[src/inc/sdq_pkg.sv]
// constants, types and register map of the shear and press dwell sequencer
// Operation
// - the shear-down dwell is 1 to 9999 ms and holds the shear-down output that long on each cut where shear complete does not arrive first.
// - with a zero shear-down dwell on a feed-to-stop line the line is held after a cut until shear complete arrives.
// - with a zero shear-down dwell a missing shear complete for 10 s halts the line and raises the error flag.
// - shear complete arriving during the down stroke drops the shear-down output at once.
// - on a non-stop line with zero dwell the line keeps running up to 10 s for shear complete, then halts with error.
// - a separate shear-up dwell drives the shear-up output after the down stroke ends.
// - in flying-die mode the shear-down dwell also serves as the up time.
// - without reaction time the shear fires only once the die reaches minimum die distance.
// - a reaction time of 0 to 500 ms fires the shear that much before the die is expected at minimum distance.
// - the shear never fires before the die has started its acceleration ramp.
// - the length tolerance check is strobed when the shear-down dwell ends.
// - reaction time is used only with tolerance mode cut-and-stop or warn-only.
// - every press has its own 1 to 9999 ms down dwell timing its down output.
// - an enabled press complete input ends that press's down dwell immediately.
// - in flying-die mode each press's down dwell also serves as its up time.
package sdq_pkg;
  // ****************************************
  // timing
  // ****************************************
  localparam int  CLK_PERIOD_NS = 25;
  localparam int  TICK_NS       = 1000000;
  localparam int  TICK_CYC      = TICK_NS / CLK_PERIOD_NS;
  localparam int  TIMEOUT_S     = 10;
  localparam int  TIMEOUT_MS    = TIMEOUT_S * 1000;
  localparam real DWELL_MAX_S   = 9.999;
  localparam real REACT_MAX_S   = 0.5;
  localparam int  DW            = 14;
  localparam logic [15:0] DWELL_MAX_MS = 16'(int'(DWELL_MAX_S * 1000.0));
  localparam logic [15:0] REACT_MAX_MS = 16'(int'(REACT_MAX_S * 1000.0));
  // ****************************************
  // register map and reset values
  // ****************************************
  localparam logic [7:0] OFF_CTRL   = 8'h00;
  localparam logic [7:0] OFF_SDWN   = 8'h04;
  localparam logic [7:0] OFF_SUP    = 8'h08;
  localparam logic [7:0] OFF_REACT  = 8'h0c;
  localparam logic [7:0] OFF_STATUS = 8'h10;
  localparam logic [7:0] OFF_PCEN   = 8'h14;
  localparam logic [7:0] OFF_MEAS   = 8'h18;
  localparam logic [7:0] OFF_PDWN   = 8'h20;
  localparam logic [7:0] OFF_PUP    = 8'h24;
  localparam int         PSTRIDE    = 8;
  localparam int         CTRL_CLR   = 15;
  localparam logic [DW-1:0] RST_DWELL = 14'h00c8;
  localparam logic [DW-1:0] RST_MEAS  = 14'h3fff;
  // ****************************************
  // types
  // ****************************************
  typedef enum logic [2:0] {SH_IDLE = 3'b000, SH_ARM = 3'b001, SH_DOWN = 3'b010, SH_UP = 3'b011} sdq_shear_e;
  typedef enum logic [1:0] {PR_IDLE = 2'b00, PR_DOWN = 2'b01, PR_UP = 2'b10} sdq_press_e;
  typedef enum logic [1:0] {TOL_CUT_STOP = 2'b00, TOL_WARN = 2'b01, TOL_STOP = 2'b10, TOL_OFF = 2'b11} sdq_tol_e;
  typedef struct packed {
    sdq_tol_e tol;
    logic     nonstop;
    logic     flying;
  } sdq_cfg_s;
endpackage

[src/rtl/sdq_sequencer.sv]
// shear and press dwell sequencer with register port
module sdq_sequencer #(
  parameter int NPRESS     = 2,
  parameter int TICK_CYC   = sdq_pkg::TICK_CYC,
  parameter int TIMEOUT_MS = sdq_pkg::TIMEOUT_MS
) (
  input  wire logic              CLK,         // system clock 40 MHz
  input  wire logic              RESETN,      // async reset, low
  input  wire logic [7:0]        ADDR,        // register byte address
  input  wire logic [15:0]       WDATA,       // write data
  input  wire logic              WR,          // write strobe
  input  wire logic              RD,          // read strobe
  output logic [15:0]            RDATA,       // read data, cycle after RD
  input  wire logic              CUT_REQ,     // cut request pin
  input  wire logic              SHEAR_DONE,  // shear complete switch
  input  wire logic              DIE_RAMP,    // die accelerating
  input  wire logic              DIE_MIN,     // die at minimum distance
  input  wire logic [NPRESS-1:0] PRESS_FIRE,  // press fire requests
  input  wire logic [NPRESS-1:0] PRESS_DONE,  // press complete switches
  output logic                   SHEAR_DN,    // shear down solenoid
  output logic                   SHEAR_UP,    // shear up solenoid
  output logic [NPRESS-1:0]      PRESS_DN,    // press down solenoids
  output logic [NPRESS-1:0]      PRESS_UP,    // press up solenoids
  output logic                   LINE_HOLD,   // inhibit restart of motion
  output logic                   LINE_HALT,   // line halt request
  output logic                   SHEAR_ERR,   // complete timeout error
  output logic                   TOL_CHECK    // tolerance check strobe
);
  import sdq_pkg::*;

  localparam int IW = 4 + 2 * NPRESS;
  localparam logic [DW-1:0] TO_MS = DW'(TIMEOUT_MS);

  typedef struct packed {
    logic [IW-1:0]                s1;
    logic [IW-1:0]                s2;
    logic [IW-1:0]                s3;
    logic [15:0]                  tcnt;
    logic                         tick;
    sdq_cfg_s                     cfg;
    logic [DW-1:0]                sdwn;
    logic [DW-1:0]                sup;
    logic [8:0]                   react;
    logic [NPRESS-1:0]            pcen;
    logic [NPRESS-1:0][DW-1:0]    pdwn;
    logic [NPRESS-1:0][DW-1:0]    pup;
    sdq_shear_e                   st;
    logic [DW-1:0]                timer;
    logic [DW-1:0]                up_len;
    logic [DW-1:0]                ramp;
    logic [DW-1:0]                meas;
    logic                         meas_run;
    logic                         shear_dn;
    logic                         shear_up;
    logic                         hold;
    logic                         halt;
    logic                         err;
    logic                         tol_chk;
    sdq_press_e [NPRESS-1:0]      pst;
    logic [NPRESS-1:0][DW-1:0]    ptim;
    logic [NPRESS-1:0]            pdn;
    logic [NPRESS-1:0]            pupo;
    logic [15:0]                  rdata;
  } sdq_state_s;

  sdq_state_s        q;
  sdq_state_s        n;
  logic              cut_rise;
  logic              sh_done;
  logic              ramp_l;
  logic              min_l;
  logic              min_rise;
  logic [NPRESS-1:0] prise;
  logic [NPRESS-1:0] pdone;
  logic              react_on;
  logic              early;

  function automatic logic dwell_hit(input logic [DW-1:0] t, input logic [DW-1:0] len);
    return ({1'b0, t} + 15'h0001) >= {1'b0, len};
  endfunction

  function automatic logic [DW-1:0] clamp_ms(input logic [15:0] v, input logic [15:0] mx);
    return (v > mx) ? mx[DW-1:0] : v[DW-1:0];
  endfunction

  // ****************************************
  // synchronised pins
  // ****************************************
  assign cut_rise = q.s2[0] & ~q.s3[0];
  assign sh_done  = q.s2[1];
  assign ramp_l   = q.s2[2];
  assign min_l    = q.s2[3];
  assign min_rise = q.s2[3] & ~q.s3[3];
  assign prise    = q.s2[4 +: NPRESS] & ~q.s3[4 +: NPRESS];
  assign pdone    = q.s2[4 + NPRESS +: NPRESS];

  assign react_on = (q.react != 9'h000) && (q.cfg.tol == TOL_CUT_STOP || q.cfg.tol == TOL_WARN);
  assign early    = react_on && (({1'b0, q.ramp} + {6'h00, q.react}) >= {1'b0, q.meas});

  // ****************************************
  // next state
  // ****************************************
  always_comb
  begin
    logic              down_end;
    logic              to_hit;
    logic [DW-1:0]     ulen;
    down_end = 1'b0;
    to_hit   = 1'b0;
    ulen     = '0;
    n        = q;
    n.s1     = {PRESS_DONE, PRESS_FIRE, DIE_MIN, DIE_RAMP, SHEAR_DONE, CUT_REQ};
    n.s2     = q.s1;
    n.s3     = q.s2;
    n.tol_chk = 1'b0;
    n.rdata  = 16'h0000;
    n.tick   = (q.tcnt == 16'(TICK_CYC - 1));
    n.tcnt   = n.tick ? 16'h0000 : q.tcnt + 16'h0001;

    if (WR)
    begin
      case (ADDR)
        OFF_CTRL:
        begin
          n.cfg = sdq_cfg_s'(WDATA[3:0]);
          if (WDATA[CTRL_CLR])
          begin
            n.err  = 1'b0;
            n.halt = 1'b0;
          end
        end
        OFF_SDWN:  n.sdwn  = clamp_ms(WDATA, DWELL_MAX_MS);
        OFF_SUP:   n.sup   = clamp_ms(WDATA, DWELL_MAX_MS);
        OFF_REACT: n.react = 9'(clamp_ms(WDATA, REACT_MAX_MS));
        OFF_PCEN:  n.pcen  = WDATA[NPRESS-1:0];
        default:   n.pcen  = q.pcen;
      endcase
      for (int i = 0; i < NPRESS; i++)
      begin
        if (ADDR == 8'(OFF_PDWN + PSTRIDE * i))
          n.pdwn[i] = clamp_ms(WDATA, DWELL_MAX_MS);
        if (ADDR == 8'(OFF_PUP + PSTRIDE * i))
          n.pup[i] = clamp_ms(WDATA, DWELL_MAX_MS);
      end
    end

    if (RD)
    begin
      case (ADDR)
        OFF_CTRL:   n.rdata = {12'h000, q.cfg};
        OFF_SDWN:   n.rdata = {2'b00, q.sdwn};
        OFF_SUP:    n.rdata = {2'b00, q.sup};
        OFF_REACT:  n.rdata = {7'h00, q.react};
        OFF_STATUS: n.rdata = 16'({q.pdn, q.st, q.shear_up, q.shear_dn, q.hold, q.halt, q.err});
        OFF_PCEN:   n.rdata = 16'(q.pcen);
        OFF_MEAS:   n.rdata = {2'b00, q.meas};
        default:    n.rdata = 16'h0000;
      endcase
      for (int i = 0; i < NPRESS; i++)
      begin
        if (ADDR == 8'(OFF_PDWN + PSTRIDE * i))
          n.rdata = {2'b00, q.pdwn[i]};
        if (ADDR == 8'(OFF_PUP + PSTRIDE * i))
          n.rdata = {2'b00, q.pup[i]};
      end
    end

    // learn ramp-start to minimum-distance time, for the next cut
    if (q.meas_run)
    begin
      if (q.tick && ramp_l && q.ramp != RST_MEAS)
        n.ramp = q.ramp + 1'b1;
      if (min_rise)
      begin
        n.meas     = q.ramp;
        n.meas_run = 1'b0;
      end
    end

    case (q.st)
      SH_IDLE:
        if (cut_rise)
        begin
          n.st       = SH_ARM;
          n.ramp     = '0;
          n.meas_run = 1'b1;
          n.hold     = (q.sdwn == '0) && !q.cfg.nonstop;
        end
      SH_ARM:
        // fire only on a moving die
        if (ramp_l && (min_l || early))
        begin
          n.st       = SH_DOWN;
          n.shear_dn = 1'b1;
          n.timer    = '0;
        end
      SH_DOWN:
      begin
        if (sh_done)
          down_end = 1'b1;
        else if (q.tick)
        begin
          n.timer = q.timer + 1'b1;
          if (q.sdwn != '0 && dwell_hit(q.timer, q.sdwn))
            down_end = 1'b1;
          if (q.sdwn == '0 && dwell_hit(q.timer, TO_MS))
          begin
            down_end = 1'b1;
            to_hit   = 1'b1;
          end
        end
        if (down_end)
        begin
          ulen       = q.cfg.flying ? q.sdwn : q.sup;
          n.shear_dn = 1'b0;
          n.tol_chk  = 1'b1;
          n.timer    = '0;
          n.up_len   = ulen;
          n.hold     = 1'b0;
          n.shear_up = (ulen != '0);
          n.st       = (ulen != '0) ? SH_UP : SH_IDLE;
        end
      end
      SH_UP:
        if (q.tick)
        begin
          n.timer = q.timer + 1'b1;
          if (dwell_hit(q.timer, q.up_len))
          begin
            n.shear_up = 1'b0;
            n.st       = SH_IDLE;
          end
        end
      default: n.st = SH_IDLE;
    endcase

    // set beats a clear in the same cycle
    if (to_hit)
    begin
      n.err  = 1'b1;
      n.halt = 1'b1;
    end

    for (int i = 0; i < NPRESS; i++)
    begin
      case (q.pst[i])
        PR_IDLE:
          if (prise[i])
          begin
            n.pst[i]  = PR_DOWN;
            n.pdn[i]  = 1'b1;
            n.ptim[i] = '0;
          end
        PR_DOWN:
          if ((q.pcen[i] && pdone[i]) || (q.tick && dwell_hit(q.ptim[i], q.pdwn[i])))
          begin
            ulen       = q.cfg.flying ? q.pdwn[i] : q.pup[i];
            n.pdn[i]   = 1'b0;
            n.ptim[i]  = '0;
            n.pupo[i]  = (ulen != '0);
            n.pst[i]   = (ulen != '0) ? PR_UP : PR_IDLE;
          end
          else if (q.tick)
            n.ptim[i] = q.ptim[i] + 1'b1;
        PR_UP:
          if (q.tick)
          begin
            n.ptim[i] = q.ptim[i] + 1'b1;
            if (dwell_hit(q.ptim[i], q.cfg.flying ? q.pdwn[i] : q.pup[i]))
            begin
              n.pupo[i] = 1'b0;
              n.pst[i]  = PR_IDLE;
            end
          end
        default: n.pst[i] = PR_IDLE;
      endcase
    end
  end

  // ****************************************
  // state register
  // ****************************************
  // reset clears timers and outputs
  always_ff @(posedge CLK or negedge RESETN)
  begin
    if (!RESETN)
    begin
      q      <= '0;
      q.sdwn <= RST_DWELL;
      q.sup  <= RST_DWELL;
      q.pdwn <= {NPRESS{RST_DWELL}};
      q.pup  <= {NPRESS{RST_DWELL}};
      q.meas <= RST_MEAS;
    end
    else
      q <= n;
  end

  assign RDATA     = q.rdata;
  assign SHEAR_DN  = q.shear_dn;
  assign SHEAR_UP  = q.shear_up;
  assign PRESS_DN  = q.pdn;
  assign PRESS_UP  = q.pupo;
  assign LINE_HOLD = q.hold;
  assign LINE_HALT = q.halt;
  assign SHEAR_ERR = q.err;
  assign TOL_CHECK = q.tol_chk;
endmodule

[config.mk]
export PLATFORM = sky130hd
export DESIGN_NAME = sdq_sequencer
export DESIGN_NICKNAME = d
export VERILOG_FILES = /design/src/inc/sdq_pkg.sv /design/src/rtl/sdq_sequencer.sv
export SDC_FILE = /design/constraint.sdc
export NUM_CORES = 1
export LEC_CHECK = 0
export ABC_AREA = 0
export BUFFER_PORTS_ARGS = -buffer_cell sky130_fd_sc_hd__buf_4
export CORE_UTILIZATION = 40
export DETAILED_ROUTE_END_ITERATION = 10
export PLACE_DENSITY_LB_ADDON = 0.2
export SYNTH_ARGS = -nofsm -noshare
export SYNTH_HDL_FRONTEND = slang
export SYNTH_SLANG_ARGS = --single-unit
[constraint.sdc]
create_clock -name CLK -period 4.28 [get_ports CLK]
set_clock_uncertainty 0.05 [all_clocks]
set_input_delay 0 -clock CLK [delete_from_list [all_inputs] [get_ports CLK]]
set_output_delay 0 -clock CLK [all_outputs]
set_load 0.02 [all_outputs]
==> results of run 1 <==
[final cells by class]
type                    count  area, sq um  share of cell area [%]
flip-flops and latches    250         6300                    35.9
multi-input cells        1204         8190                    46.7
repair buffers            119         1030                    5.86
clock inverters            12          171                   0.976
clock buffers              42          835                    4.75
inverters                 104          390                    2.22
well taps                 511          639                    3.64
[cell usage in the layout (no fill, tap or decap), types with 6 or more instances in the layout]
cell and instances:
a31oi_1 8, o21ai_0 155, o31ai_1 11, o211ai_1 7
nand2_1 194, nor3_1 26, nand2b_1 25, mux2i_1 60
xor2_1 27, o22ai_1 8, xnor2_1 38, inv_1 103
o2bb2ai_1 6, nor4_1 19, a22o_1 15, buf_4 79
a21boi_0 17, dlygate4sd3_1 36, clkbuf_8 6, a222oi_1 6
clkbuf_1 7, o21a_1 7, nor2_1 94, dfrtp_1 216
nor2b_1 14, and2_1 8, nand3_1 45, dfstp_2 32
and3_1 17, clkbuf_16 29, a22oi_1 44, nand4_1 34
a21o_1 24, ha_1 124, mux2_2 18, a21oi_1 49
[logic make-up after synthesis]
| group | after synthesis |
|---|---|
| AND/OR/NAND/NOR | 515 |
| AO/OA/AOI/OAI | 418 |
| flip-flops | 250 |
| buffers and inverters | 183 |
| adder cells (fa/ha/maj) | 125 |
| multiplexers | 79 |
| XOR/XNOR | 65 |
| other | 1 |
[flip-flops by register name, indices dropped and copies added (netlist names)]
signal and flops:
PRESS_UP 2, RDATA 14, LINE_HALT 1, TOL_CHECK 1, min_l 1, q 211, LINE_HOLD 1, SHEAR_DN 1
SHEAR_UP 1, n 15, PRESS_DN 2
[final timing paths]
path                                    from                 end  slack, ps  cells past startpoint
min reg2reg                 n[242]$_DFF_PN0_    n[234]$_DFF_PN0_        300                      0
max                        q[20]$_DFFE_PN0P_   q[25]$_DFFE_PN0P_        320                     16
min                                WDATA[12]  q[130]$_DFFE_PN0P_         20                      3
max reg2reg                q[20]$_DFFE_PN0P_   q[25]$_DFFE_PN0P_        320                     16
min in group asynchronous             RESETN  q[112]$_DFFE_PN0P_         60                      2
max in group asynchronous             RESETN  q[213]$_DFFE_PN0P_       3080                      3
[tightest hold or removal path, delay by kind of cell]
kind                   cells  cell delay [ps]
AND/OR/NAND/NOR            1              340
AO/OA/AOI/OAI              1              130
buffers and inverters      1              130
[power by group through the flow]
stage / logic (W) / clock network [W] / registers, W
2_1_floorplan: 0.00103 / 0 / 0.00267
3_3_place_gp: 0.00147 / 0 / 0.00273
3_5_place_dp: 0.00150 / 0 / 0.00273
4_1_cts: 0.00153 / 0.00268 / 0.00269
5_1_grt: 0.00172 / 0.00277 / 0.00271
6_report: 0.00153 / 0.00262 / 0.00270
[what timing repair did]
item | CTS | global route
hold endpoints to repair | 214 | 0
endpoints found under the setup margin | 0 | 27
hold buffers | 36 | 0
resized for setup | 0 | 8
[layer usage]
layer | share of wire [%] | vias to the layer above | wire length [um]
li1 | - | 6011 | -
met1 | 46 | 6013 | 19900
met2 | 46 | 344 | 19700
met3 | 5.7 | 58 | 2460
met4 | 2.7 | 0 | 1160
met5 | 0 | - | 0
[through the flow]
stage / power, W / cells / area, sq um / hold slack (ps)
2_1_floorplan: 0.00370 / 1637 / 15300 / -346
3_3_place_gp: 0.00420 / 2152 / 16200 / 59.3
3_5_place_dp: 0.00423 / 2152 / 16200 / 60.4
4_1_cts: 0.00690 / 2242 / 17500 / 2.18
5_1_grt: 0.00719 / 2242 / 17600 / 2.84
6_report: 0.00685 / 2242 / 17600 / 19.9
==> flow_summary.toml, run 1 <==
[clocking]
cts_tree = "built"
numCtsBuffers = 29
cts.reportedPaths.clkPinSlew_ps = 70
post_cts_buffers = 0
clock_latency_ps = 570
clock_sinks = 250
ctsLongestPathBuffers = 3
root_buffer = "clkbuf_16"
cts_max_level = 1

[timing]
setup_tns_ps = 0
slew_viol_final = 0
fin_crit_sh_pct = 92.5
setup_ws_ps = 323
relSlewSlack_pct = 20.3
max_freq_mhz = 253
setup_viol = 0
final_hold_viol_count = 0
grt_setup_unrepaired = "no"
period_needed_ps = 3960
tightest_slew_ps = 1190

[synth]
yosysMostFrequentCell = "dfrtp_1"
synth_commonest_cells = "218 x dfrtp_1, 194 x nand2_1, 158 x o21ai_0, 124 x ha_1, 103 x inv_1"
ys_seq_area_share_pct = 41.3
synth_warnings = 0
yosys.area.top_type = "dfrtp_1"
synth_top_family_by_area = "compound AO/OA/AOI/OAI gates"
ys_seq_elements = 250
async_flop_share_pct = 100
netlist_instances = 1636
synth-simple-area-share_pct = 16.2
synth-xor-area-share_pct = 3.73
synth_edf_count = 0
yosysTopAreaCellShare_pct = 35.8
syn_area_per_cell_sq_um = 9.32
synthMuxAreaShare_pct = 5.34
ys_top_cells_by_area = "dfrtp_1 36%, ha_1 10%, dfstp_2 5.5%"
synth-compound-area-share_pct = 17.8
synthAdderAreaFrac_pct = 10.3
syn_area_sq_um = 15300
synth_flop_cell = "dfrtp_1"
yosysUniqueCellTypes = 81

[routing]
vias = 12400
drc_errors = 0
avgViaCountPerCell = 5.54
wl_per_cell_um = 19.3
drt-pass1-iter-count = 8
antenna_left = 0
drtIter0Drc = 915
wl_um = 43200

[setup_path]
crit_path_top_delay_cell = "dfrtp_1"
cp.required_ps = 4740
critical_path.max_stage_delay_ps = 440
worst_setup_path_start_kind = "flip-flop"
crit_fanout = 13
arrival_ps = 4410
critPathBufInv = 1
path_class = "flip-flop to flip-flop"
cpLargestDelayFamily = "compound AO/OA/AOI/OAI gates"
path_cells = "nand3_1 -> nor2_1 -> and3_1 -> and3_1 -> nand4_1 -> xnor2_1 -> ha_1 -> a21oi_1 -> nand2_1 -> a31oi_1 -> o21ai_0 -> a311o_1 -> a31o_2 -> nor2_1 -> buf_4 -> a22o_1"
endpoint_kind = "flip-flop"

[flow_run]
drv_cap = 0

[power_and_ir_drop]
ir_drop_uv = 328
swShare_pct = 30.9
comb_power_share_pct = 22.4
seqPwrFrac_pct = 39.3
p_int_w = 0.00474
p_switching_w = 0.00212
leakage_nw = 7.75
p_clk_share_pct = 38.3
powerDensity_nw_per_um2 = 390

[die]
start_util_pct = 40.6
die_area_sq_um = 38900
die_x_um = 197
rows = 71
io_pins = 62
fp.dieH_um = 197
core-area_sq_um = 37600

[place]
io_buffers = 59
hpwl_um = 32400
pre_cts_slack_ps = 179
place_congestion = 0.907

[global_routing]
grt-ovfl-total = 0
grt_util_met3_pct = 3.38
grt_use_total_pct = 22.5
met2_usage_pct = 36.4
busiest_layer = "met2"
grt_max_degree = 108
grt_pass1_vias = 12200
grt_pass1_wl_um = 68900
use_met1_pct = 31.2
antenna_found_initial = 0

[layout]
nets = 1869
antenna_cells = 0
n_fill_cell = 3570
drive_gt1_share_pct = 11.8
area_delta_synth_final_pct = 15.1
final_core_util_pct = 46.7

[worst_hold_path]
hold_class = "input pin to flip-flop"

[status]
status = "complete, no violations"
(Power assumes the default switching activity.)
==> inputs of run 2 (changes only) <==
--- a/config.mk
+++ b/config.mk
@@ -9,7 +9,6 @@
 export BUFFER_PORTS_ARGS = -buffer_cell sky130_fd_sc_hd__buf_4
 export CORE_UTILIZATION = 40
 export DETAILED_ROUTE_END_ITERATION = 10
-export PLACE_DENSITY_LB_ADDON = 0.2
 export SYNTH_ARGS = -nofsm -noshare
 export SYNTH_HDL_FRONTEND = slang
 export SYNTH_SLANG_ARGS = --single-unit
==> flow_summary.toml, run 2 (same netlist as run 1, synthesis figures left out) <==
[status]
status = "finished, violations left"
violations = "hold timing"

[setup_path]
path_class = "flip-flop to flip-flop"
rr_startpoint = "q[176]$_DFFE_PN0P_"
crit_fanout = 24
critical_path.max_stage_delay_ps = 440
crit_path_top_delay_cell = "dfrtp_1"
regToRegEndpoint = "q[111]$_DFFE_PN0P_"
worst_setup_path_start_kind = "flip-flop"
cp.required_ps = 4670
rrSetupSlack_ps = 270
arrival_ps = 4400
path_cells = "ha_1 -> inv_1 -> fa_1 -> nor2b_1 -> o31a_1 -> o31a_1 -> o21ai_0 -> nand2b_1 -> xnor2_1 -> ha_1 -> a21oi_1 -> o21ai_0 -> a41oi_1 -> a21oi_2 -> o31ai_2 -> buf_12 -> o21bai_2 -> o2bb2ai_1"
endpoint_kind = "flip-flop"
ff2ff_path_depth = 18

[routing]
antenna_left = 0
drc_errors = 0
drt-pass1-iter-count = 6
avgViaCountPerCell = 5.53
wl_per_cell_um = 19.1
vias = 12400
drtIter0Drc = 902
wl_um = 42800

[clocking]
post_cts_buffers = 0
ctsLongestPathBuffers = 3
cts_max_level = 1
clock_sinks = 250
clock_latency_ps = 570
numCtsBuffers = 30
cts.reportedPaths.clkPinSlew_ps = 60
cts_tree = "built"
root_buffer = "clkbuf_16"

[layout]
layout_common_cells = "216 x dfrtp_1, 194 x nand2_1, 156 x o21ai_0, 124 x ha_1, 103 x inv_1"
layout_commonest_cell = "dfrtp_1"
antenna_cells = 0
area_delta_synth_final_pct = 16.0
nets = 1871
regMostFlops = "q"
largest_reg_flops = 211
final_core_util_pct = 47.1
drive_gt1_share_pct = 12.3

[power_and_ir_drop]
p_int_w = 0.00492
powerDensity_nw_per_um2 = 399
p_clk_share_pct = 40.2
comb_power_share_pct = 21.6
leakage_nw = 7.82
swShare_pct = 30.3
ir_drop_uv = 380
p_switching_w = 0.00214
seqPwrFrac_pct = 38.2

[timing]
final_hold_viol_count = 4
grt_setup_unrepaired = "no"
relSlewSlack_pct = 18.1
setup_tns_ps = 0
setup_viol = 0
tightest_slew_ps = 1220
period_needed_ps = 4010
slew_viol_final = 0
fin_crit_sh_pct = 93.7
timing.hold.ws_ps = -10.8
max_freq_mhz = 249

[place]
io_buffers = 59
place_congestion = 0.898
hpwl_um = 31900

[global_routing]
grt-ovfl-total = 0
grt_pass1_vias = 12000
use_met1_pct = 30.8
grt_use_total_pct = 22.3
grt_pass1_wl_um = 68200
antenna_found_initial = 3
met2_usage_pct = 35.1
grt_max_degree = 100
grt_util_met3_pct = 4.01
busiest_layer = "met2"

[die]
die_x_um = 197
fp.dieH_um = 197
core-area_sq_um = 37600
start_util_pct = 40.6
rows = 71
die_area_sq_um = 38900
io_pins = 62

[flow_run]
drv_cap = 0

[worst_hold_path]
hold_class = "input pin to asynchronous set/reset pin"
[run 2: per-stage QoR]
stage | worst slack, ps | area, sq um | total power, W | hold slack (ps) | std cells
after floorplan | 327 | 15300 | 0.00370 | -346 | 1637
after global placement | 331 | 16200 | 0.00420 | 28.7 | 2153
after detailed placement | 218 | 16200 | 0.00423 | 37.0 | 2153
after CTS | 209 | 17700 | 0.00713 | 3.90 | 2244
after global routing | 5.87 | 17700 | 0.00742 | 25.8 | 2245
final | 268 | 17700 | 0.00706 | -10.8 | 2245
[run 2: worst max-delay path by stage]
stage                       startpoint                 end  cells past startpoint
global placement       q[74]$_DFF_PN0_  q[101]$_DFFE_PN0P_                     18
finish              q[176]$_DFFE_PN0P_  q[111]$_DFFE_PN0P_                     18
CTS                    q[74]$_DFF_PN0_  q[112]$_DFFE_PN0P_                     18
floorplan            q[20]$_DFFE_PN0P_   q[28]$_DFFE_PN0P_                     15
global route         q[20]$_DFFE_PN0P_   q[27]$_DFFE_PN0P_                     16
detailed placement     q[74]$_DFF_PN0_  q[101]$_DFFE_PN0P_                     18
[run 2: final cells by class]
cell class	count	area, sq um
clock buffers	42	907
clock inverters	14	216
fillers	3522	19900
inverters	104	390
multi-input cells	1204	8200
flip-flops and latches	250	6300
well taps	511	639
repair buffers	120	1050
[run 2: critical path, delay by kind of cell (launching register included)]
kind / cells / cell delay, ps
buffers and inverters: 2 / 250
AOI/OAI and AO/OA: 10 / 1750
xor gates and xnor gates: 1 / 140
and+or+nand+nor: 2 / 350
DFF: 1 / 440
adders and majority gates: 3 / 880
[run 2: power by group through the flow]
stage | Clock (W) | Sequential (W) | Combinational (W)
4_1_cts | 0.00291 | 0.00269 | 0.00153
2_1_floorplan | 0 | 0.00267 | 0.00103
5_1_grt | 0.00300 | 0.00271 | 0.00170
6_report | 0.00284 | 0.00269 | 0.00153
3_3_place_gp | 0 | 0.00273 | 0.00147
3_5_place_dp | 0 | 0.00273 | 0.00150
[run 2: what timing repair did]
| action | 4_1_cts | 5_1_grt |
|---|---|---|
| endpoints found under the hold margin | 209 | 1 |
| setup endpoints to repair | 0 | 17 |
| hold buffers | 35 | 1 |
| gates resized for setup | 0 | 8 |
[run 2: per-layer routing]
| layer | vias up | share of wire (%) |
|---|---|---|
| met5 | - | 0.026 |
| met4 | 2 | 3.4 |
| met3 | 82 | 5.9 |
| met2 | 324 | 45 |
| met1 | 5975 | 45 |
| li1 | 6035 | - |
